## config.mk

```make
export PLATFORM = sky130hd
export DESIGN_NAME = cfl_loader
export DESIGN_NICKNAME = d
export VERILOG_FILES = /design/src/core/cfl_pkg.sv /design/src/core/cfl_loader.sv
export SDC_FILE = /design/constraint.sdc
export NUM_CORES = 1
export LEC_CHECK = 0
export ABC_AREA = 1
export BUFFER_PORTS_ARGS = -buffer_cell sky130_fd_sc_hd__buf_2
export CORE_ASPECT_RATIO = 1.1
export CORE_MARGIN = 2
export CORE_UTILIZATION = 55
export DETAILED_ROUTE_END_ITERATION = 10
export GPL_TIMING_DRIVEN = 0
export PLACE_DENSITY_LB_ADDON = 0.3
export REMOVE_ABC_BUFFERS = 1
export SYNTH_ARGS = -nofsm -noshare
export SYNTH_HDL_FRONTEND = slang
export SYNTH_SLANG_ARGS = --single-unit
```

## constraint.sdc

```tcl
create_clock -name ref_clk -period 3.2 [get_ports ref_clk]
set_input_delay 0.32 -clock ref_clk [delete_from_list [all_inputs] [get_ports ref_clk]]
set_output_delay 0.32 -clock ref_clk [all_outputs]
set_load 0.005 [all_outputs]
```

## src/core/cfl_pkg.sv

```systemverilog
// Shared constants and types of the start-up configuration loader.
package cfl_pkg;
	// -------------------------------------------------------------
	// Character codes seen in the configuration text.
	// -------------------------------------------------------------
	localparam logic [7:0] CH_LF    = 8'h0A; // Line end.
	localparam logic [7:0] CH_CR    = 8'h0D; // Ignored everywhere.
	localparam logic [7:0] CH_SEMI  = 8'h3B; // Comment start.
	localparam logic [7:0] CH_HASH  = 8'h23; // Conditional start.
	localparam logic [7:0] CH_COLON = 8'h3A;
	localparam logic [7:0] CH_EQ    = 8'h3D;
	localparam logic [7:0] CH_DOT   = 8'h2E;
	localparam logic [7:0] CH_OR    = 8'h7C;
	localparam logic [7:0] CH_AND   = 8'h26;
	localparam logic [7:0] CH_ZERO  = 8'h30;
	localparam logic [7:0] CH_ONE   = 8'h31;
	localparam logic [7:0] CH_FOUR  = 8'h34;
	localparam logic [7:0] CH_XLO   = 8'h78;
	localparam logic [7:0] CH_XUP   = 8'h58;
	// -------------------------------------------------------------
	// Field widths and digit counts.
	// -------------------------------------------------------------
	localparam logic [2:0] IDX_DIGITS = 3'h4; // Index hex digits.
	localparam logic [2:0] SUB_DIGITS = 3'h2; // Subindex hex digits.
	localparam logic [8:0] BIT_LIMIT  = 9'h020; // Bit positions 0..31.
	localparam int         SW_COUNT   = 4;
	// -------------------------------------------------------------
	// Storage commands issued by the start-up sequencer.
	// -------------------------------------------------------------
	localparam logic [1:0] FS_PURGE  = 2'h0; // Drop all but kept files.
	localparam logic [1:0] FS_CREATE = 2'h1; // Make empty config file.
	localparam logic [1:0] FS_DELRST = 2'h2; // Drop restart-request file.
	localparam logic [1:0] FS_READ   = 2'h3; // Stream config file.
	// -------------------------------------------------------------
	// Whole-word constants: zero for resets, ones for full masks.
	// -------------------------------------------------------------
	localparam logic [31:0] WORD_ZERO = 32'h0000_0000;
	localparam logic [31:0] WORD_ONES = 32'hFFFF_FFFF;
	// Start-up sequence states.
	typedef enum logic [2:0] {
		B_IDLE, B_PURGE, B_CHECK, B_CREATE, B_DELRST, B_READ, B_SWITCH, B_RUN
	} cfl_boot_e;
	// Line parser states.
	typedef enum logic [3:0] {
		P_START, P_COND, P_CCOL, P_IDX, P_SUB, P_BIT, P_BITV, P_OPCH,
		P_VAL0, P_VALX, P_HEX, P_DEC, P_END, P_SKIP
	} cfl_parse_e;
	// Kind of object write.
	typedef enum logic [1:0] {OP_SET, OP_OR, OP_AND, OP_BIT} cfl_op_e;
endpackage : cfl_pkg

```

## src/core/cfl_loader.sv

```systemverilog
// Start-up configuration loader: boot sequence and line interpreter.
`timescale 1ns/1ps
// How it works
// RULE1: File first, then switches, then program.
// RULE2: Lines run in order, first to last.
// RULE3: Semicolon line is a comment, skipped.
// RULE4: Index is exactly four hex digits.
// RULE5: Subindex two hex digits, or omitted.
// RULE6: Value with 0x prefix is hexadecimal.
// RULE7: Bit set/clear, OR and AND supported.
// RULE8: Spaces around equals make line invalid.
// RULE9: Leading spaces make line invalid.
// RULE10: Values written without any checking.
// RULE11: Hash-switch line runs only if switch on.
// RULE12: Switch number must be 1 to 4.
// RULE13: Later write to same object wins.
// RULE14: Power-up purges all but kept files.
// RULE15: Missing config file gets created empty.
// RULE16: Restart-request file restarts, deleted next boot.
// RULE17: Config save stops motor, applies at restart.
// RULE18: Storage exposes config, program, info files.
// RULE19: Unprefixed value and bit number decimal.
// RULE20: Malformed line writes nothing, parsing continues.
module cfl_loader
	import cfl_pkg::*;
(
	input  wire logic          ref_clk,
	input  wire logic          nrst,
	input  wire logic [3:0]    mode_select_switch, // Switch pins, 1 = on.
	output logic               fs_req_r,           // Storage command request.
	output logic [1:0]         fs_op_r,            // Storage command code.
	input  wire logic          fs_done,            // Command finished pulse.
	input  wire logic          cfg_missing,        // Config file absent.
	input  wire logic          byte_valid,         // Config text byte valid.
	input  wire logic [7:0]    byte_data,
	input  wire logic          byte_last,          // Last byte of the file.
	output logic               byte_ready_r,
	output logic               od_wr_r,            // Object write pulse.
	output logic [15:0]        od_index_r,
	output logic [7:0]         od_sub_r,
	output logic [31:0]        od_mask_r,          // Bits to replace.
	output logic [31:0]        od_data_r,          // New bit values.
	output logic [3:0]         mode_sw_r,          // Switches taken as config.
	output logic               mode_valid_r,
	output logic               prog_run_r,         // User program start.
	input  wire logic          reset_file_written, // Host wrote restart file.
	output logic               restart_req_r,
	input  wire logic          host_cfg_saved,     // Host saved config file.
	output logic               motor_stop_r
);
	// ---------------------------------------------------------------
	// Character helpers.
	// ---------------------------------------------------------------
	// True for 0-9, A-F and a-f.
	function automatic logic is_hex(input logic [7:0] c);
		return (c inside {[8'h30:8'h39], [8'h41:8'h46], [8'h61:8'h66]});
	endfunction : is_hex
	// Nibble value of a hex character.
	function automatic logic [3:0] hex_val(input logic [7:0] c);
		if (c <= 8'h39) begin
			return c[3:0];
		end
		return 4'(c[3:0] + 4'h9);
	endfunction : hex_val
	// True for a decimal digit.
	function automatic logic is_dec(input logic [7:0] c);
		return (c inside {[8'h30:8'h39]});
	endfunction : is_dec

	// ---------------------------------------------------------------
	// Switch synchroniser and state.
	// ---------------------------------------------------------------
	logic [3:0]  sw_m_r, sw_s_r;  // Two-stage pin synchroniser.
	cfl_boot_e   boot_r, boot_nxt;
	cfl_parse_e  p_r, p_nxt;
	cfl_op_e     op_r, op_nxt;
	logic [15:0] idx_r, idx_nxt;
	logic [7:0]  sub_r, sub_nxt;
	logic [8:0]  bit_r, bit_nxt;   // Wide enough for one more digit.
	logic        bv_r, bv_nxt;     // Bit value of a single-bit write.
	logic [31:0] val_r, val_nxt;
	logic [2:0]  cnt_r, cnt_nxt;   // Digits seen in current field.
	logic        cond_r, cond_nxt; // Line is switch-conditional.
	logic [1:0]  sel_r, sel_nxt;   // Switch chosen by the line.
	logic        done_read_r;      // Helper: file read has ended.

	wire       take   = byte_valid && byte_ready_r;
	wire [7:0] ch     = byte_data;
	wire       ch_lf  = (ch == CH_LF);
	wire [3:0] nib    = hex_val(ch);
	wire [8:0] bit_dg = 9'(bit_r * 9'd10 + 9'(ch[3:0]));
	// The value after this character, before a line end hits.
	cfl_parse_e pv;
	assign pv = ch_lf ? p_r : p_nxt;
	wire val_ok  = (pv inside {P_VALX, P_DEC, P_END}) || (pv == P_HEX && cnt_nxt != 3'h0);
	wire term    = take && (ch_lf || byte_last);
	wire sw_on   = sw_s_r[sel_nxt];
	wire commit  = term && val_ok && (!cond_nxt || sw_on); // see RULE11
	wire last_in = take && byte_last;
	wire read_end = (boot_r == B_READ) && (last_in || fs_done);

	// ---------------------------------------------------------------
	// Start-up sequencer.
	// ---------------------------------------------------------------
	// Purge, create if missing, drop restart file, read, then switches.
	always_comb begin
		boot_nxt = boot_r;
		unique case (boot_r)
			B_IDLE:   boot_nxt = B_PURGE;
			B_PURGE:  if (fs_done) begin // see RULE14 and RULE18
				boot_nxt = B_CHECK;
			end
			B_CHECK:  boot_nxt = cfg_missing ? B_CREATE : B_DELRST; // see RULE15
			B_CREATE: if (fs_done) begin
				boot_nxt = B_DELRST;
			end
			B_DELRST: if (fs_done) begin // see RULE16
				boot_nxt = B_READ;
			end
			B_READ:   if (read_end) begin // see RULE1
				boot_nxt = B_SWITCH;
			end
			B_SWITCH: boot_nxt = B_RUN;
			B_RUN:    boot_nxt = B_RUN;
		endcase
	end

	// Storage command code follows the next boot state.
	wire [1:0] op_of = (boot_nxt == B_PURGE)  ? FS_PURGE :
	                   (boot_nxt == B_CREATE) ? FS_CREATE :
	                   (boot_nxt == B_DELRST) ? FS_DELRST : FS_READ;
	wire req_of = boot_nxt inside {B_PURGE, B_CREATE, B_DELRST, B_READ};

	// Sequencer registers; outputs are registered from next state.
	always_ff @(posedge ref_clk or negedge nrst) begin
		if (!nrst) begin
			boot_r       <= B_IDLE;
			fs_req_r     <= 1'b0;
			fs_op_r      <= FS_PURGE;
			byte_ready_r <= 1'b0;
			done_read_r  <= 1'b0;
		end else begin
			boot_r       <= boot_nxt;
			fs_req_r     <= req_of;
			fs_op_r      <= op_of;
			byte_ready_r <= (boot_nxt == B_READ);
			done_read_r  <= done_read_r || read_end;
		end
	end

	// Switches are sampled once after the file, then program starts.
	always_ff @(posedge ref_clk or negedge nrst) begin
		if (!nrst) begin
			sw_m_r       <= 4'h0;
			sw_s_r       <= 4'h0;
			mode_sw_r    <= 4'h0;
			mode_valid_r <= 1'b0;
			prog_run_r   <= 1'b0;
		end else begin
			sw_m_r <= mode_select_switch;
			sw_s_r <= sw_m_r;
			if (boot_r == B_SWITCH) begin // see RULE1
				mode_sw_r    <= sw_s_r;
				mode_valid_r <= 1'b1;
			end
			prog_run_r <= prog_run_r || (boot_r == B_RUN);
		end
	end

	// ---------------------------------------------------------------
	// Line parser. Spaces, stray characters and bad digit counts
	// drop to P_SKIP, which waits for the line end (see RULE20).
	// ---------------------------------------------------------------
	always_comb begin
		p_nxt = P_SKIP;
		op_nxt = op_r;
		idx_nxt = idx_r;
		sub_nxt = sub_r;
		bit_nxt = bit_r;
		bv_nxt = bv_r;
		val_nxt = val_r;
		cnt_nxt = cnt_r;
		cond_nxt = cond_r;
		sel_nxt = sel_r;
		if (!take || ch == CH_CR) begin
			p_nxt = p_r;
		end else if (ch_lf) begin
			p_nxt = P_START; // see RULE2
		end else begin
			unique case (p_r)
				P_START: begin
					cond_nxt = 1'b0;
					cnt_nxt = 3'h1;
					idx_nxt = {12'h000, nib};
					sub_nxt = 8'h00;
					bit_nxt = 9'h000;
					if (ch == CH_SEMI) begin // see RULE3
						p_nxt = P_SKIP;
					end else if (ch == CH_HASH) begin
						p_nxt = P_COND;
					end else if (is_hex(ch)) begin // see RULE9
						p_nxt = P_IDX;
					end
				end
				P_COND: if (ch >= CH_ONE && ch <= CH_FOUR) begin // see RULE12
					sel_nxt = 2'(ch[2:0] - 3'h1);
					cond_nxt = 1'b1;
					p_nxt = P_CCOL;
				end
				P_CCOL: if (ch == CH_COLON) begin
					cnt_nxt = 3'h0;
					p_nxt = P_IDX;
				end
				P_IDX: begin
					if (is_hex(ch) && cnt_r < IDX_DIGITS) begin // see RULE4
						idx_nxt = {idx_r[11:0], nib};
						cnt_nxt = 3'(cnt_r + 3'h1);
						p_nxt = P_IDX;
					end else if (ch == CH_COLON && cnt_r == IDX_DIGITS) begin
						cnt_nxt = 3'h0;
						p_nxt = P_SUB;
					end
				end
				P_SUB: begin
					if (is_hex(ch) && cnt_r < SUB_DIGITS) begin // see RULE5
						sub_nxt = {sub_r[3:0], nib};
						cnt_nxt = 3'(cnt_r + 3'h1);
						p_nxt = P_SUB;
					end else if (cnt_r != 3'h1) begin
						// An omitted subindex keeps the value zero.
						if (ch == CH_EQ) begin // see RULE8
							op_nxt = OP_SET;
							p_nxt = P_VAL0;
						end else if (ch == CH_OR) begin // see RULE7
							op_nxt = OP_OR;
							p_nxt = P_OPCH;
						end else if (ch == CH_AND) begin
							op_nxt = OP_AND;
							p_nxt = P_OPCH;
						end else if (ch == CH_DOT) begin
							op_nxt = OP_BIT;
							p_nxt = P_BIT;
						end
					end
				end
				P_BIT: begin
					if (is_dec(ch) && bit_dg < BIT_LIMIT) begin // see RULE19
						bit_nxt = bit_dg;
						p_nxt = P_BIT;
					end else if (ch == CH_EQ) begin
						p_nxt = P_BITV;
					end
				end
				P_BITV: if (ch == CH_ZERO || ch == CH_ONE) begin // see RULE7
					bv_nxt = ch[0];
					p_nxt = P_END;
				end
				P_OPCH: if (ch == CH_EQ) begin
					p_nxt = P_VAL0;
				end
				P_VAL0: if (is_dec(ch)) begin
					val_nxt = {28'h0000000, ch[3:0]};
					p_nxt = (ch == CH_ZERO) ? P_VALX : P_DEC;
				end
				P_VALX: begin
					cnt_nxt = 3'h0;
					if (ch == CH_XLO || ch == CH_XUP) begin // see RULE6
						p_nxt = P_HEX;
					end else if (is_dec(ch)) begin
						val_nxt = {28'h0000000, ch[3:0]};
						p_nxt = P_DEC;
					end
				end
				P_HEX: if (is_hex(ch)) begin
					val_nxt = {val_r[27:0], nib};
					cnt_nxt = 3'h1;
					p_nxt = P_HEX;
				end
				P_DEC: if (is_dec(ch)) begin // see RULE19
					val_nxt = 32'((val_r << 3) + (val_r << 1) + 32'(ch[3:0]));
					p_nxt = P_DEC;
				end
				P_END, P_SKIP: p_nxt = P_SKIP;
			endcase
		end
	end

	// Parser registers.
	always_ff @(posedge ref_clk or negedge nrst) begin
		if (!nrst) begin
			p_r <= P_START;
			op_r <= OP_SET;
			idx_r <= 16'h0000;
			sub_r <= 8'h00;
			bit_r <= 9'h000;
			bv_r <= 1'b0;
			val_r <= WORD_ZERO;
			cnt_r <= 3'h0;
			cond_r <= 1'b0;
			sel_r <= 2'h0;
		end else begin
			p_r <= p_nxt;
			op_r <= op_nxt;
			idx_r <= idx_nxt;
			sub_r <= sub_nxt;
			bit_r <= bit_nxt;
			bv_r <= bv_nxt;
			val_r <= val_nxt;
			cnt_r <= cnt_nxt;
			cond_r <= cond_nxt;
			sel_r <= sel_nxt;
		end
	end

	// ---------------------------------------------------------------
	// Object write as a masked store: new = old & ~mask | data & mask.
	// ---------------------------------------------------------------
	// One shift serves the single-bit forms.
	wire [31:0] bit_m  = 32'h0000_0001 << bit_nxt[4:0];
	wire [31:0] mask_w = (op_nxt == OP_OR)  ? val_nxt :
	                     (op_nxt == OP_AND) ? ~val_nxt :
	                     (op_nxt == OP_BIT) ? bit_m : WORD_ONES;
	wire [31:0] data_w = (op_nxt == OP_SET) ? val_nxt :
	                     (op_nxt == OP_BIT && !bv_nxt) ? WORD_ZERO :
	                     (op_nxt == OP_AND) ? WORD_ZERO : WORD_ONES;

	// No range or type check: the text author owns the values.
	always_ff @(posedge ref_clk or negedge nrst) begin
		if (!nrst) begin
			od_wr_r <= 1'b0;
			od_index_r <= 16'h0000;
			od_sub_r <= 8'h00;
			od_mask_r <= WORD_ZERO;
			od_data_r <= WORD_ZERO;
		end else begin
			od_wr_r <= commit; // see RULE13
			if (commit) begin // see RULE10
				od_index_r <= idx_nxt;
				od_sub_r <= sub_nxt;
				od_mask_r <= mask_w;
				od_data_r <= data_w;
			end
		end
	end

	// ---------------------------------------------------------------
	// Host events: restart request and config save.
	// ---------------------------------------------------------------
	// Both are sticky until the device is reset by the restart.
	always_ff @(posedge ref_clk or negedge nrst) begin
		if (!nrst) begin
			restart_req_r <= 1'b0;
			motor_stop_r <= 1'b0;
		end else begin
			restart_req_r <= restart_req_r || reset_file_written; // see RULE16
			motor_stop_r <= motor_stop_r || host_cfg_saved; // see RULE17
		end
	end

	// ---------------------------------------------------------------
	// Checks.
	// ---------------------------------------------------------------
	prog_after_sw_a: assert property (@(posedge ref_clk) disable iff (!nrst) // see RULE1
		$rose(prog_run_r) |-> mode_valid_r && done_read_r)
		else $error("program started before file and switches");
	sw_after_file_a: assert property (@(posedge ref_clk) disable iff (!nrst) // see RULE1
		$rose(mode_valid_r) |-> $past(done_read_r) && !byte_ready_r)
		else $error("switches taken before file end");
	comment_skip_a: assert property (@(posedge ref_clk) disable iff (!nrst) // see RULE3
		take && p_r == P_START && ch == CH_SEMI && !byte_last |=> p_r == P_SKIP ##0 !od_wr_r)
		else $error("comment line not skipped");
	skip_nowrite_a: assert property (@(posedge ref_clk) disable iff (!nrst) // see RULE20
		take && p_r == P_SKIP |=> !od_wr_r)
		else $error("malformed line wrote an object");
	cond_gate_a: assert property (@(posedge ref_clk) disable iff (!nrst) // see RULE11
		term && cond_nxt && !sw_s_r[sel_nxt] |=> !od_wr_r)
		else $error("conditional write with switch off");
	bit_onehot_a: assert property (@(posedge ref_clk) disable iff (!nrst) // see RULE7
		od_wr_r && op_r == OP_BIT |-> $onehot(od_mask_r))
		else $error("single-bit write touches several bits");
	purge_first_a: assert property (@(posedge ref_clk) disable iff (!nrst) // see RULE14
		$rose(fs_req_r) && $past(boot_r) == B_IDLE |-> fs_op_r == FS_PURGE)
		else $error("first storage command is not purge");
	create_miss_a: assert property (@(posedge ref_clk) disable iff (!nrst) // see RULE15
		boot_r == B_CHECK && cfg_missing |=> fs_req_r && fs_op_r == FS_CREATE)
		else $error("missing config file not created");
	restart_req_a: assert property (@(posedge ref_clk) disable iff (!nrst) // see RULE16
		reset_file_written |=> restart_req_r)
		else $error("restart file did not request restart");
	motor_stop_a: assert property (@(posedge ref_clk) disable iff (!nrst) // see RULE17
		host_cfg_saved |=> motor_stop_r [*2])
		else $error("config save did not stop motor");
endmodule : cfl_loader

```

# [Yosys cells after proc, flatten, opt, wreduce, memory -nomap -nowiden]
# Index checks and enable logic that the tools add are counted.
[totals] wordCells=231 input_bits=20 reg_bits=190
[classes] n_mul=1 mux=94 eq_ne=47 addsub=6 shifts=1 magnitude_cmp=12 n_reduce_logical=40 bitwise_logic=3
[ops] op="$mux 32" count=12
[ops] op="$pmux 32 s4" count=1
[ops] op="$mux 4" count=20
[ops] op="$eq 8x6->1 const B" count=8
[ops] op="$pmux 4 s13" count=1
[ops] op="$mux 3" count=17
[ops] op="$mux 16" count=3
[ops] op="$eq 4x4->1 const B" count=10
[ops] op="$add 32x32->32" count=1
[ops] op="$add 32x4->32" count=1
[ops] op="$mux 2" count=16
[ops] op="$not 32->32" count=1
[ops] op="$pmux 16 s2" count=1
[ops] op="$shl 1x5->32 const A" count=1
[ops] op="$eq 8x7->1 const B" count=3
[ops] op="$mux 8" count=3
[ops] op="$eq 3x3->1 const B" count=7
[ops] op="$pmux 3 s7" count=1
[ops] op="$pmux 3 s6" count=1
[ops] op="$pmux 9 s2" count=1
[ops] op="$eq 4x3->1 const B" count=4
[ops] op="$eq 8x4->1 const B" count=2
[ops] op="$ge 8x6->1 const B" count=2
[ops] op="$ge 8x7->1 const B" count=2
[ops] op="other kinds (37)" count=85

# [Logic depth before layout (Yosys ltp)]
# Gate-level depths: netlist of the first run.
[logic_depth] word_depth=16 mapped_depth=25 ltp_nobuf=24

# [Least setup slack after synthesis of the first run]
# No wires, ideal clock.
[synth_path] path_type="register to register" from="register bit_r[1]" to="register od_index_r[1]" arrival_time_ns=3.162 required_ns=3.135 path_slack_ns=-0.027 period_less_slack_ns=3.227 path_stages_with_launch=22 cell_sequence="dfrtp_1 -> ha_1 -> ha_1 -> fa_1 -> or2_2 -> nand2_1 -> inv_1 -> nand2_1 -> nand2_1 -> nand3_1 -> nor2_1 -> nand2_1 -> nand2_1 -> o21ai_1 -> a21oi_1 -> nor2_1 -> nand2_1 -> nor2_4 -> buf_6 -> buf_6 -> nand2_1 -> nand2_1"
[synth_between] elab_chain_cells=14 word_cells_on_any_way=18 classes_between="add/sub: 1; mul: 1; order compare: 1; eq/ne: 4; mux: 5; reduce/logical: 6"
[synth_lines] element="start: declaration" line="cfl_loader.sv:79" text="logic [8:0] bit_r, bit_nxt;"
[synth_lines] element="start signal: assignment" line="cfl_loader.sv:306" text="bit_r <= bit_nxt;"
[synth_lines] element="$mul 9x3->8 (*)" line="cfl_loader.sv:91" text="wire [8:0] bit_dg = 9'(bit_r * 9'd10 + 9'(ch[3:0]));"
[synth_lines] element="$add 9x4->9 (*)" line="cfl_loader.sv:91"
[synth_lines] element="$lt 9x6->1 (*)" line="cfl_loader.sv:247" text="if (is_dec(ch) && bit_dg < BIT_LIMIT) begin"
[synth_lines] element="$logic_and 1x1->1 (*)" line="cfl_loader.sv:247"
[synth_lines] element="$mux 4 (*)" line="cfl_loader.sv:247"
[synth_lines] element="$pmux 4 s13 (*)" line="cfl_loader.sv:190" text="unique case (p_r)"
[synth_lines] element="$mux 4 (*)" line="cfl_loader.sv:187" text="end else if (ch_lf) begin"
[synth_lines] element="$mux 4 (*)" line="cfl_loader.sv:185" text="if (!take || ch == CH_CR) begin"
[synth_lines] element="$mux 4 (*)" line="cfl_loader.sv:94" text="assign pv = ch_lf ? p_r : p_nxt;"
[synth_lines] element="$eq 4x4->1" line="cfl_loader.sv:95" text="wire val_ok = (pv inside {P_VALX, P_DEC, P_END}) || (pv == P_HEX && cnt_nxt != 3'h0);"
[synth_lines] element="$reduce_bool 3->1 or $logic_and 1x1->1 (tied branches)" line="cfl_loader.sv:95"
[synth_lines] element="$logic_or 1x1->1 (*)" line="cfl_loader.sv:95"
[synth_lines] element="$logic_and 1x1->1 (*) (2 in a row)" line="cfl_loader.sv:98" text="wire commit = term && val_ok && (!cond_nxt || sw_on);"
[synth_lines] element="end signal: assignment" line="cfl_loader.sv:338" text="od_index_r <= idx_nxt;"
[synth_lines] element="end: declaration" line="cfl_loader.sv:39" text="output logic [15:0] od_index_r,"
# Every way passes the cells marked *; elsewhere a longest branch is shown, timed or not.
# A chain may end at the register's enable or synchronous reset.

# [Final worst setup path of the first run]
[layout_path] from="register p_r[3]" to="register od_data_r[23]"
[layout_between] word_cells_on_any_way=59 classes_between="eq/ne: 19; mux: 27; reduce/logical: 13"
[layout_rtl] element="start: declaration" line="cfl_loader.sv:75" text="cfl_parse_e p_r, p_nxt;"
[layout_rtl] element="start signal: assignment" line="cfl_loader.sv:302" text="p_r <= p_nxt;"
[layout_rtl] element="$eq 4x4->1 (tied with other cells)" line="cfl_loader.sv:190"
[layout_rtl] element="$pmux 3 s6 (*)" line="cfl_loader.sv:190"
[layout_rtl] element="$mux 3 (*)" line="cfl_loader.sv:187"
[layout_rtl] element="$mux 3 (*)" line="cfl_loader.sv:185"
[layout_rtl] element="via cnt_nxt[1]" line="cfl_loader.sv:82" text="logic [2:0] cnt_r, cnt_nxt;"
[layout_rtl] element="$reduce_bool 3->1 (*)" line="cfl_loader.sv:95"
[layout_rtl] element="$logic_and 1x1->1 (*)" line="cfl_loader.sv:95"
[layout_rtl] element="$logic_or 1x1->1 (*)" line="cfl_loader.sv:95"
[layout_rtl] element="$logic_and 1x1->1 (*) (2 in a row)" line="cfl_loader.sv:98"
[layout_rtl] element="end signal: assignment" line="cfl_loader.sv:341" text="od_data_r <= data_w;"
[layout_rtl] element="end: declaration" line="cfl_loader.sv:42" text="output logic [31:0] od_data_r,"
# Mark *: on every way through the listed nets, which the timed path passes. The rest lies on a longest branch. The select of a mux whose other input is x is not followed.

==> flow_results.org, run 1 <==
** Status
- The flow ran to the end, but the final reports show violations.
- The final reports fail on setup timing.

** Logic synthesis
- Register bit count reported by yosys :: 189
- The netlist uses 50 different library cells.
- During synthesis, Yosys emitted a total of 0 warnings.
- Fraction of the yosys area taken by sequential cells :: 37.4%
- Top post-synthesis cells by area :: sky130_fd_sc_hd__dfrtp_1 37%, sky130_fd_sc_hd__nand2_1 22%, sky130_fd_sc_hd__ha_1 7.7%, sky130_fd_sc_hd__nand3_1 6.3%, sky130_fd_sc_hd__inv_1 5.6%
- Count leader, synth :: sky130_fd_sc_hd__nand2_1
- A synthesized cell averages 6.83 sq um.
- Area share of the largest cell type after synthesis :: 37.4%
- Ys flop type :: sky130_fd_sc_hd__dfrtp_1
- Area of the mapped netlist :: 0.0126 sq mm
- Counting flops with an async set or reset pin after synthesis yields a share of 100%.
- Synthesis produced 1,849 cells.
- Top post-synthesis cells by count :: 753 x sky130_fd_sc_hd__nand2_1, 190 x sky130_fd_sc_hd__inv_1, 189 x sky130_fd_sc_hd__dfrtp_1
- Yosys mapped a number of flops with a built-in enable equal to 0.
- The largest total area in the synthesized netlist belongs to sky130_fd_sc_hd__dfrtp_1.

** STA
- Setup repair after global routing could not meet its margin everywhere.
- For the pin with the worst max-slew slack, the measured transition is 0.860 ns.
- Setup slack on the critical path of the routed design comes to -0.436 ns.
- Count of final setup violators :: 89
- Based on the critical path, the design can be clocked at up to 0.275 GHz.
- For the finished layout, the period the worst path requires is 3.64 ns.
- Maximum clock skew at final layout :: 0.0182 ns
- The hold violation count in the final report was 0.
- Max transition margin :: 42.5%
- The max-slew violation count was 0.
- Final worst-path cycle share :: 114%

** Clocking
- Clock tree from TritonCTS :: done
- At the later pin of the worst-skew pair, clock insertion delay measures 0.45 ns.
- # clock sinks :: 189
- Num CTS Buffers :: 17
- Clock transition at path regs :: 0.09 ns
- Counting along the longest clock path gives a buffer depth of 2.
- The tree is rooted in a sky130_fd_sc_hd__clkbuf_16.
- The clock tree synthesis step divided the H-tree into 4 levels.

** Drt
- Via total after detailed routing :: 13,700
- Number of optimization iterations in the first detailed-route pass :: 8
- After detailed routing, the total wire length is 45,300 um.
- The detailed router finished its first iteration with 1,322 violations.
- Routed wirelength normalized by instance count :: 19.5 um
- Post-route antenna net violation count :: 0
- After detailed routing, the number of vias per cell comes to 5.91.
- For this run, design rule violations remaining after detail routing come to 0.

** Critical path
- Data on the critical path arrives at its endpoint at 4.02 ns.
- Along the worst path, the maximum fanout reaches 9.
- The worst register-to-register path begins at p_r[3]$_DFF_PN0_.
- The critical path is of the flop to flop type.
- Kind of end point of the critical path :: flop
- The endpoint identified for the worst register-to-register timing path is od_data_r[23]$_DFFE_PN0P_.
- Nature of the critical path startpoint :: flop
- Count of cells along the worst register-to-register path :: 17
- In this run the register-to-register setup slack is -0.44 ns.
- Required arrival time at the worst endpoint :: 3.58 ns

** Final layout
- Cells with a size suffix above 1 make up 22.8% of the layout.
- The area growth from synthesis to layout is 27.2%.
- Count of inserted antenna diode cells :: 0
- Filler Cell Count :: 1,736
- Net total in the final layout :: 2,115
- For this run, the number of standard cells in the final layout without fillers is 2,326.

** GRT
- Largest net degree at the start of global routing :: 124
- Vias in the first global route :: 12,800
- Summed over all layers, the global routing overflow is 0.
- Tot GR Track Use :: 35.2%
- Wire length of the first global-routing pass :: 66,700 um
- The initial antenna violation count is 0.

** Worst hold path
- The worst hold path begins at reset_file_written.
- Hold-critical path endpoint :: restart_req_r$_DFF_PN0_
- Min-delay worst type :: primary input to flop
- Cell count of the worst hold path :: 2

** Pwr
- Power per cell area :: 851 mW/mm^2
- Static leakage :: 0.00860 uW
- Total design power :: 13,700 uW
- Peak supply drop :: 0.000495 V

** Placed design
- The congestion estimate from routability-driven global placement came to 0.987.
- Post-DP HPWL :: 28,700 um
- Placed cell count :: 2,227
- Number of port buffers :: 120

** Floorplanning
- After floorplanning, the core was sized to cover 0.0227 sq mm.
- For this configuration, the core starts out at a cell density of 55.6%.
- Width of the chip :: 148 um
- The floorplan step defined a die boundary enclosing 0.0242 sq mm.
- Boundary Pins :: 121
- The initialized floorplan defines 58 standard-cell rows.
- The floorplan step set the die height to 163 um.

** Flow run
- Across the run, the number of max-cap violations was 0.
[state kept, by name, indices dropped and copies added, names as in the netlist, 4 cells and up]
register	cells
val_r	32
od_sub_r	8
sw_m_r	4
sw_s_r	4
bit_r	8
od_data_r	32
od_index_r	16
idx_r	16
od_mask_r	32
p_r	4
mode_sw_r	4
sub_r	8
[cell type report]
| type | instances | area, sq um | area share, % |
|---|---|---|---|
| Clock inverter | 15 | 225 | 1.40 |
| Inverter | 198 | 764 | 4.76 |
| Tap cell | 300 | 375 | 2.34 |
| Timing Repair inverter | 2 | 12.5 | 0.0779 |
| Multi-Input combinational cell | 1418 | 7920 | 49.3 |
| Timing Repair Buffer | 187 | 1620 | 10.1 |
| Clock buffer | 17 | 425 | 2.65 |
| Sequential cell | 189 | 4730 | 29.4 |
[metrics by stage]
stage | worst slack, ns | setup TNS (ns) | hold slack [ns] | util, % | cell area [sq um]
6_report | -0.436 | -32.06 | 0.0490 | 70.7 | 16100
3_5_place_dp | -1.53 | -139.31 | 0.309 | 59.6 | 13500
3_3_place_gp | -2.81 | -496.41 | 0.335 | 58.9 | 13400
5_1_grt | -0.606 | -47.77 | 0.0463 | 70.7 | 16100
4_1_cts | -0.365 | -24.07 | 0.0475 | 66.8 | 15200
2_1_floorplan | -0.670 | -62.25 | 0.0244 | - | 12400
[worst max-delay path, cell delays in order (launching register included)]
cell                        delay [ns]
sky130_fd_sc_hd__dfrtp_1          0.46
sky130_fd_sc_hd__inv_1            0.13
sky130_fd_sc_hd__nand2_1          0.23
sky130_fd_sc_hd__nor2_2           0.42
sky130_fd_sc_hd__inv_1            0.20
sky130_fd_sc_hd__nand4_1          0.16
sky130_fd_sc_hd__nand3_1          0.12
sky130_fd_sc_hd__o21ai_0          0.34
sky130_fd_sc_hd__nand2_1          0.15
sky130_fd_sc_hd__nor2_1           0.11
sky130_fd_sc_hd__nand2_1          0.14
sky130_fd_sc_hd__nand2_1          0.10
sky130_fd_sc_hd__nand2_1          0.27
sky130_fd_sc_hd__nand3_4          0.25
sky130_fd_sc_hd__buf_12           0.18
sky130_fd_sc_hd__clkbuf_16        0.18
sky130_fd_sc_hd__nand2_2          0.05
sky130_fd_sc_hd__nand2_1          0.07
[timing repair]
action / in CTS / in global routing
pin swaps: 21 / 87
endpoints found under the setup margin: 119 / 97
setup buffers: 32 / 12
gates cloned: 12 / 11
gates resized for setup: 106 / 196
endpoints found under the hold margin: 70 / 0
hold buffers: 5 / 0
[power by group]
part           total (uW)  internal (uW)  switching (uW)
combinational        7430           2710            4720
sequential           3880           3190             690
clock                2370           1120            1250
[placed cells by master, fill, tap and decap left out, types with 27 or more instances in the layout]
cell / instances
sky130_fd_sc_hd__a21oi_1: 45
sky130_fd_sc_hd__clkbuf_16: 27
sky130_fd_sc_hd__nor2_1: 118
sky130_fd_sc_hd__ha_1: 74
sky130_fd_sc_hd__nand2_2: 109
sky130_fd_sc_hd__dfrtp_1: 187
sky130_fd_sc_hd__nand2_4: 42
sky130_fd_sc_hd__buf_2: 119
sky130_fd_sc_hd__inv_1: 185
sky130_fd_sc_hd__o21ai_0: 77
sky130_fd_sc_hd__nand2_1: 610
sky130_fd_sc_hd__nand3_1: 140
[routing by layer]
metal  part of all wire [%]  GRT usage, %  vias to the layer above
li1                       -             -                     6284
met2                     47          58.6                      815
met3                    8.7          4.96                      196
met1                     39          45.7                     6445
met5                      0             0                        -
met4                    5.4          16.3                        0
[how the worst max path moves through the flow]
| stage | cells past startpoint | startpoint | end | slack (ns) |
|---|---|---|---|---|
| global placement | 21 | byte_data[1] | od_data_r[24]$_DFFE_PN0P_ | -2.81 |
| detailed placement | 21 | byte_data[1] | od_data_r[24]$_DFFE_PN0P_ | -1.53 |
| global route | 17 | p_r[3]$_DFF_PN0_ | od_data_r[23]$_DFFE_PN0P_ | -0.61 |
| finish | 17 | p_r[3]$_DFF_PN0_ | od_data_r[23]$_DFFE_PN0P_ | -0.44 |
| CTS | 22 | bit_r[1]$_DFF_PN0_ | od_data_r[21]$_DFFE_PN0P_ | -0.37 |
| floorplan | 19 | bit_r[1]$_DFF_PN0_ | od_mask_r[0]$_DFFE_PN0P_ | -0.67 |
[logic make-up (layout without fill, tap and decap cells)]
kind of cell / after synthesis / count (layout) / share of synthesized area (%)
flops: 189 / 189 / 37.4
fa+ha+maj: 82 / 82 / 8.36
simple gates: 1119 / 1122 / 36.5
compound gates: 198 / 198 / 8.93
xor+xnor: 16 / 16 / 1.11
buf+inv: 245 / 419 / 7.63
Power figures use the tool's default switching activity.
==> run 2: changes to the inputs <==
ABC_AREA = default   (was 1)
==> flow_results.org, run 2 <==
** Clocking
- Clock tree from TritonCTS :: done
- Clock transition at path regs :: 0.08 ns (about the same)
- Clock Latency Late Sink :: 0.45 ns (about the same)
- The clock sink count was 189 (unchanged).
- The H-tree depth came to 4 (unchanged).
- Num CTS Buffers :: 17 (unchanged)
- The number of buffers on the longest clock path was 2 (unchanged).
- Root buffer cell :: sky130_fd_sc_hd__clkbuf_16

** Drt
- The average wire per cell in the routed design came to 24.6 um (+26%).
- Number of optimization iterations in the first detailed-route pass :: 10 (+2)
- The count of vias placed by the detailed router was 11,600 (-15%).
- DRC violations left :: 0 (unchanged)
- Via density per instance :: 6.80 (+15%)
- The violation count after the first detailed-route iteration was 1,307 (-1.1%).
- The total wire length came to 42,100 um (-7.1%).
- Post-route antenna net violation count :: 0 (unchanged)

** Logic synthesis
- Mapped Cells :: 1,240 (-33%)
- Top post-synthesis cells by count :: 189 x sky130_fd_sc_hd__dfrtp_1, 92 x sky130_fd_sc_hd__nand2_1, 78 x sky130_fd_sc_hd__ha_1
- Top cell type by total area after synthesis :: sky130_fd_sc_hd__dfrtp_1
- Warnings, synthesis :: 0 (unchanged)
- Count leader, synth :: sky130_fd_sc_hd__dfrtp_1
- Among all flip-flop cells after synthesis, the most frequent one is sky130_fd_sc_hd__dfrtp_1.
- Count of cell types in the netlist :: 91 (+82%)
- Area of the mapped netlist :: 0.0125 sq mm (-1.0%)
- The number of synthesized flops with an enable pin is 0 (unchanged).
- The share of the synthesized area in the top cell type was 37.8% (+0.38 points).
- Top post-synthesis cells by area :: sky130_fd_sc_hd__dfrtp_1 38%, sky130_fd_sc_hd__mux2_4 8.6%, sky130_fd_sc_hd__ha_1 7.8%, sky130_fd_sc_hd__o21ai_0 2.9%, sky130_fd_sc_hd__nand2_1 2.8%
- Synthesized area per cell :: 10.1 sq um (+48%)
- The number of synthesized register bits was 189 (unchanged).
- Fraction of the yosys area taken by sequential cells :: 37.8% (+0.38 points)
- Proportion of register bits with asynchronous set or reset after synthesis :: 100% (unchanged)

** Final layout
- The largest registers in the layout are od_data_r (32), od_mask_r (32), val_r (32).
- The number of diodes is 0 (unchanged).
- The top cell types in the final layout, fill and taps aside, are 183 x sky130_fd_sc_hd__dfrtp_1, 118 x sky130_fd_sc_hd__buf_2, 89 x sky130_fd_sc_hd__nand2_1, 74 x sky130_fd_sc_hd__mux2_4, 65 x sky130_fd_sc_hd__ha_1.
- Leaving out fill and tap cells, the most frequent cell in the layout is sky130_fd_sc_hd__dfrtp_1.
- The post-route standard cell area excluding fillers was 0.0158 sq mm (-1.8%).
- The filler cell count came to 1,514 (-13%).
- From synthesis to final layout, the design area changed by 26.2%.
- Layout cells sized above 1 :: 34.0% (+11 points)
- Util after Layout :: 71.2% (+0.42 points)
- Net total in the final layout :: 1,506 (-29%)

** Critical path
- The critical path goes through ha_4, ha_4, fa_2, buf_6, nand4_1, or4_1, and3_4, buf_12, a211oi_1, o221ai_4, buf_4, nand3_4, o221ai_1, mux2_4.
- Counting stages on the worst path, the most repeated cell is sky130_fd_sc_hd__ha_4.
- Slowest cell on crit path :: sky130_fd_sc_hd__fa_2
- Kind of end point of the critical path :: flop
- CP Data Arrival Time :: 4.32 ns (+0.30 ns)
- Required arrival time at the worst endpoint :: 3.53 ns (-0.05 ns)
- Tracing the worst setup path back leads to its startpoint at bit_r[1]$_DFF_PN0_.
- The worst register-to-register path begins at bit_r[1]$_DFF_PN0_.
- Nature of the critical path startpoint :: flop
- Type of the worst setup path :: flop to flop
- The critical path's largest stage delay was 0.59 ns (+0.13 ns).
- The maximum fanout encountered on the critical timing path came to 4 (-5).

** STA
- Maximum clock skew at final layout :: 0.0170 ns (-0.00126 ns)
- Time the final worst path needs with I/O delays and setup :: 3.98 ns (+0.348 ns)
- Final worst slack :: -0.784 ns (-0.348 ns)
- Slew of the pin with the lowest slew margin :: 0.898 ns (+0.0387 ns)
- The final clock period utilization by the worst path was 124% (+11 points).
- The maximum achievable frequency came to 0.251 GHz (-8.7%).
- The total of endpoints with negative setup slack in the final report is 96 (+7.9%).
- Aggregate negative setup slack :: -60.83 ns (-28.78 ns)
- Setup repair after global routing could not meet its margin everywhere.
- Max transition margin :: 39.5% (-3.0 points)
- The worst hold margin was 0.0583 ns (+0.00928 ns).
- Final Max Slew Viols :: 0 (unchanged)
- The hold violation count in the final report is 0 (unchanged).

** Flow run
- Maximum capacitance violations :: 0 (unchanged)

** Pwr
- The sequential power share was 44.7% (+16 points).
- The clock network fraction of total power came to 33.7% (+16 points).
- Power per cell area :: 422 mW/mm^2 (-50%)
- The power dissipated by switching net loads is 2200 uW (-67%).
- Sw Ratio :: 33.0% (-16 points)
- Static leakage :: 0.00731 uW (-15%)
- The cell-internal power is 4460 uW (-36%).
- Total design power :: 6670 uW (-51%)
- Peak supply drop :: 0.000367 V (-26%)
- Combinational share of power :: 21.6% (-33 points)

** Placed design
- Post-placement cell area :: 0.0133 sq mm (-2.0%)
- Placer congestion estimate :: 0.985 (-0.25%)
- Number of port buffers :: 120 (unchanged)
- Post-DP HPWL :: 25,000 um (-13%)

** GRT
- Overflow left after global routing :: 0 (unchanged)
- Wire length of the first global-routing pass :: 60,300 um (-9.5%)
- Tot GR Track Use :: 31.9% (-3.3 points)
- The via count of the first global-routing pass was 10,900 (-14%).
- Antenna violations before repair :: 1 (+1)
- Largest net degree at the start of global routing :: 108 (-13%)

** Floorplanning
- Total Die Area :: 0.0240 sq mm (-0.97%)
- The width of the chip came to 148 um (-0.49%).
- Boundary Pins :: 121 (unchanged)
- Number of placement rows :: 57 (-1.7%)
- Initial Util :: 56.4% (+0.77 points)
- The vertical die dimension is 162 um (-0.49%).
- Floorplan core area :: 0.0222 sq mm (-2.4%)

** Status
- The final reports fail on setup timing.
- The run finished, with violations left.

** Worst hold path
- Min-delay worst type :: primary input to flop
- The worst hold path begins at reset_file_written.
==> run 2: cell count changes in the layout (fill, tap and decap cells not counted), sizes merged, moves of 15 or more <==
cell    previous run  this run
nand2            762        92
inv              206        48
nand3            163        39
nor2             144        59
mux2               0        80
a21o               4        32
a22o               1        26
o221ai             0        25
o22ai             22         4
a211oi             0        16
and3               1        17
a21oi             52        67
o21a               4        19
==> run 2: layout make-up <==
cell class / instances / area [sq um] / area share (%)
sequential: 189 / 4740 / 30.1
timing repair inverter: 14 / 263 / 1.66
clock inverter: 14 / 175 / 1.11
tap: 295 / 369 / 2.34
timing repair buffer: 192 / 1310 / 8.31
inverter: 42 / 205 / 1.30
clock buffer: 18 / 439 / 2.78
multi-input combinational: 948 / 8280 / 52.4
==> run 2: power by group through the flow <==
| stage | combinational [uW] | sequential, uW | clock [uW] |
|---|---|---|---|
| 6_report | 1440 | 2980 | 2250 |
| 3_5_place_dp | 1270 | 2980 | 0 |
| 3_3_place_gp | 1240 | 2980 | 0 |
| 4_1_cts | 1320 | 2950 | 2260 |
| 2_1_floorplan | 770 | 2910 | 0 |
| 5_1_grt | 1540 | 3000 | 2370 |
==> run 2: worst paths after layout <==
check	end	slack [ns]	depth (start not counted)
hold / removal	restart_req_r$_DFF_PN0_	0.06	2
setup reg to reg	od_mask_r[4]$_DFFE_PN0P_	-0.78	14
min in group asynchronous	boot_r[0]$_DFF_PN0_	0.45	2
max in group asynchronous	val_r[11]$_DFF_PN0_	1.73	3
setup / recovery	od_mask_r[4]$_DFFE_PN0P_	-0.78	14
hold reg to reg	sw_s_r[1]$_DFF_PN0_	0.35	0
==> run 2: critical path: cells and delay by family, from the launching register on <==
kind,cells,cell delay (ns)
adders and majority gates,3,1.00
and+or+nand+nor,4,0.77
DFF,1,0.44
AOI/OAI and AO/OA,3,0.89
muxes,1,0.28
buffers and inverters,3,0.47
==> run 2: cells by family (layout without fill, tap and decap cells) <==
group | after synthesis | count (layout) | synth area share, %
AOI/OAI and AO/OA | 416 | 416 | 24.1
and+or+nand+nor | 338 | 338 | 14.1
DFF | 189 | 189 | 37.8
buffers and inverters | 103 | 280 | 3.86
muxes | 91 | 91 | 10.2
adders and majority gates | 82 | 82 | 8.44
xor gates and xnor gates | 21 | 21 | 1.47
==> run 2: per-layer routing <==
| layer | wire (um) | global-route usage, % | vias to the layer above |
|---|---|---|---|
| li1 | - | - | 5091 |
| met1 | 17000 | 44.0 | 5666 |
| met2 | 18900 | 49.7 | 729 |
| met3 | 4170 | 5.25 | 161 |
| met4 | 2030 | 14.4 | 0 |
| met5 | 0 | 0 | - |
==> run 2: what timing repair did <==
item | CTS | global route
hold buffers | 5 | 0
hold endpoints to repair | 86 | 0
setup buffers | 27 | 34
resized for setup | 130 | 112
setup endpoints to repair | 132 | 120
pin swaps | 30 | 45
cloned | 4 | 11
==> run 2: stage by stage <==
| step | setup WS (ns) | instances |
|---|---|---|
| 5_1_grt | -0.872 | 1712 |
| 4_1_cts | -0.527 | 1668 |
| 6_report | -0.784 | 1712 |
| 2_1_floorplan | -0.853 | 1179 |
| 3_3_place_gp | -3.56 | 1594 |
| 3_5_place_dp | -2.42 | 1600 |
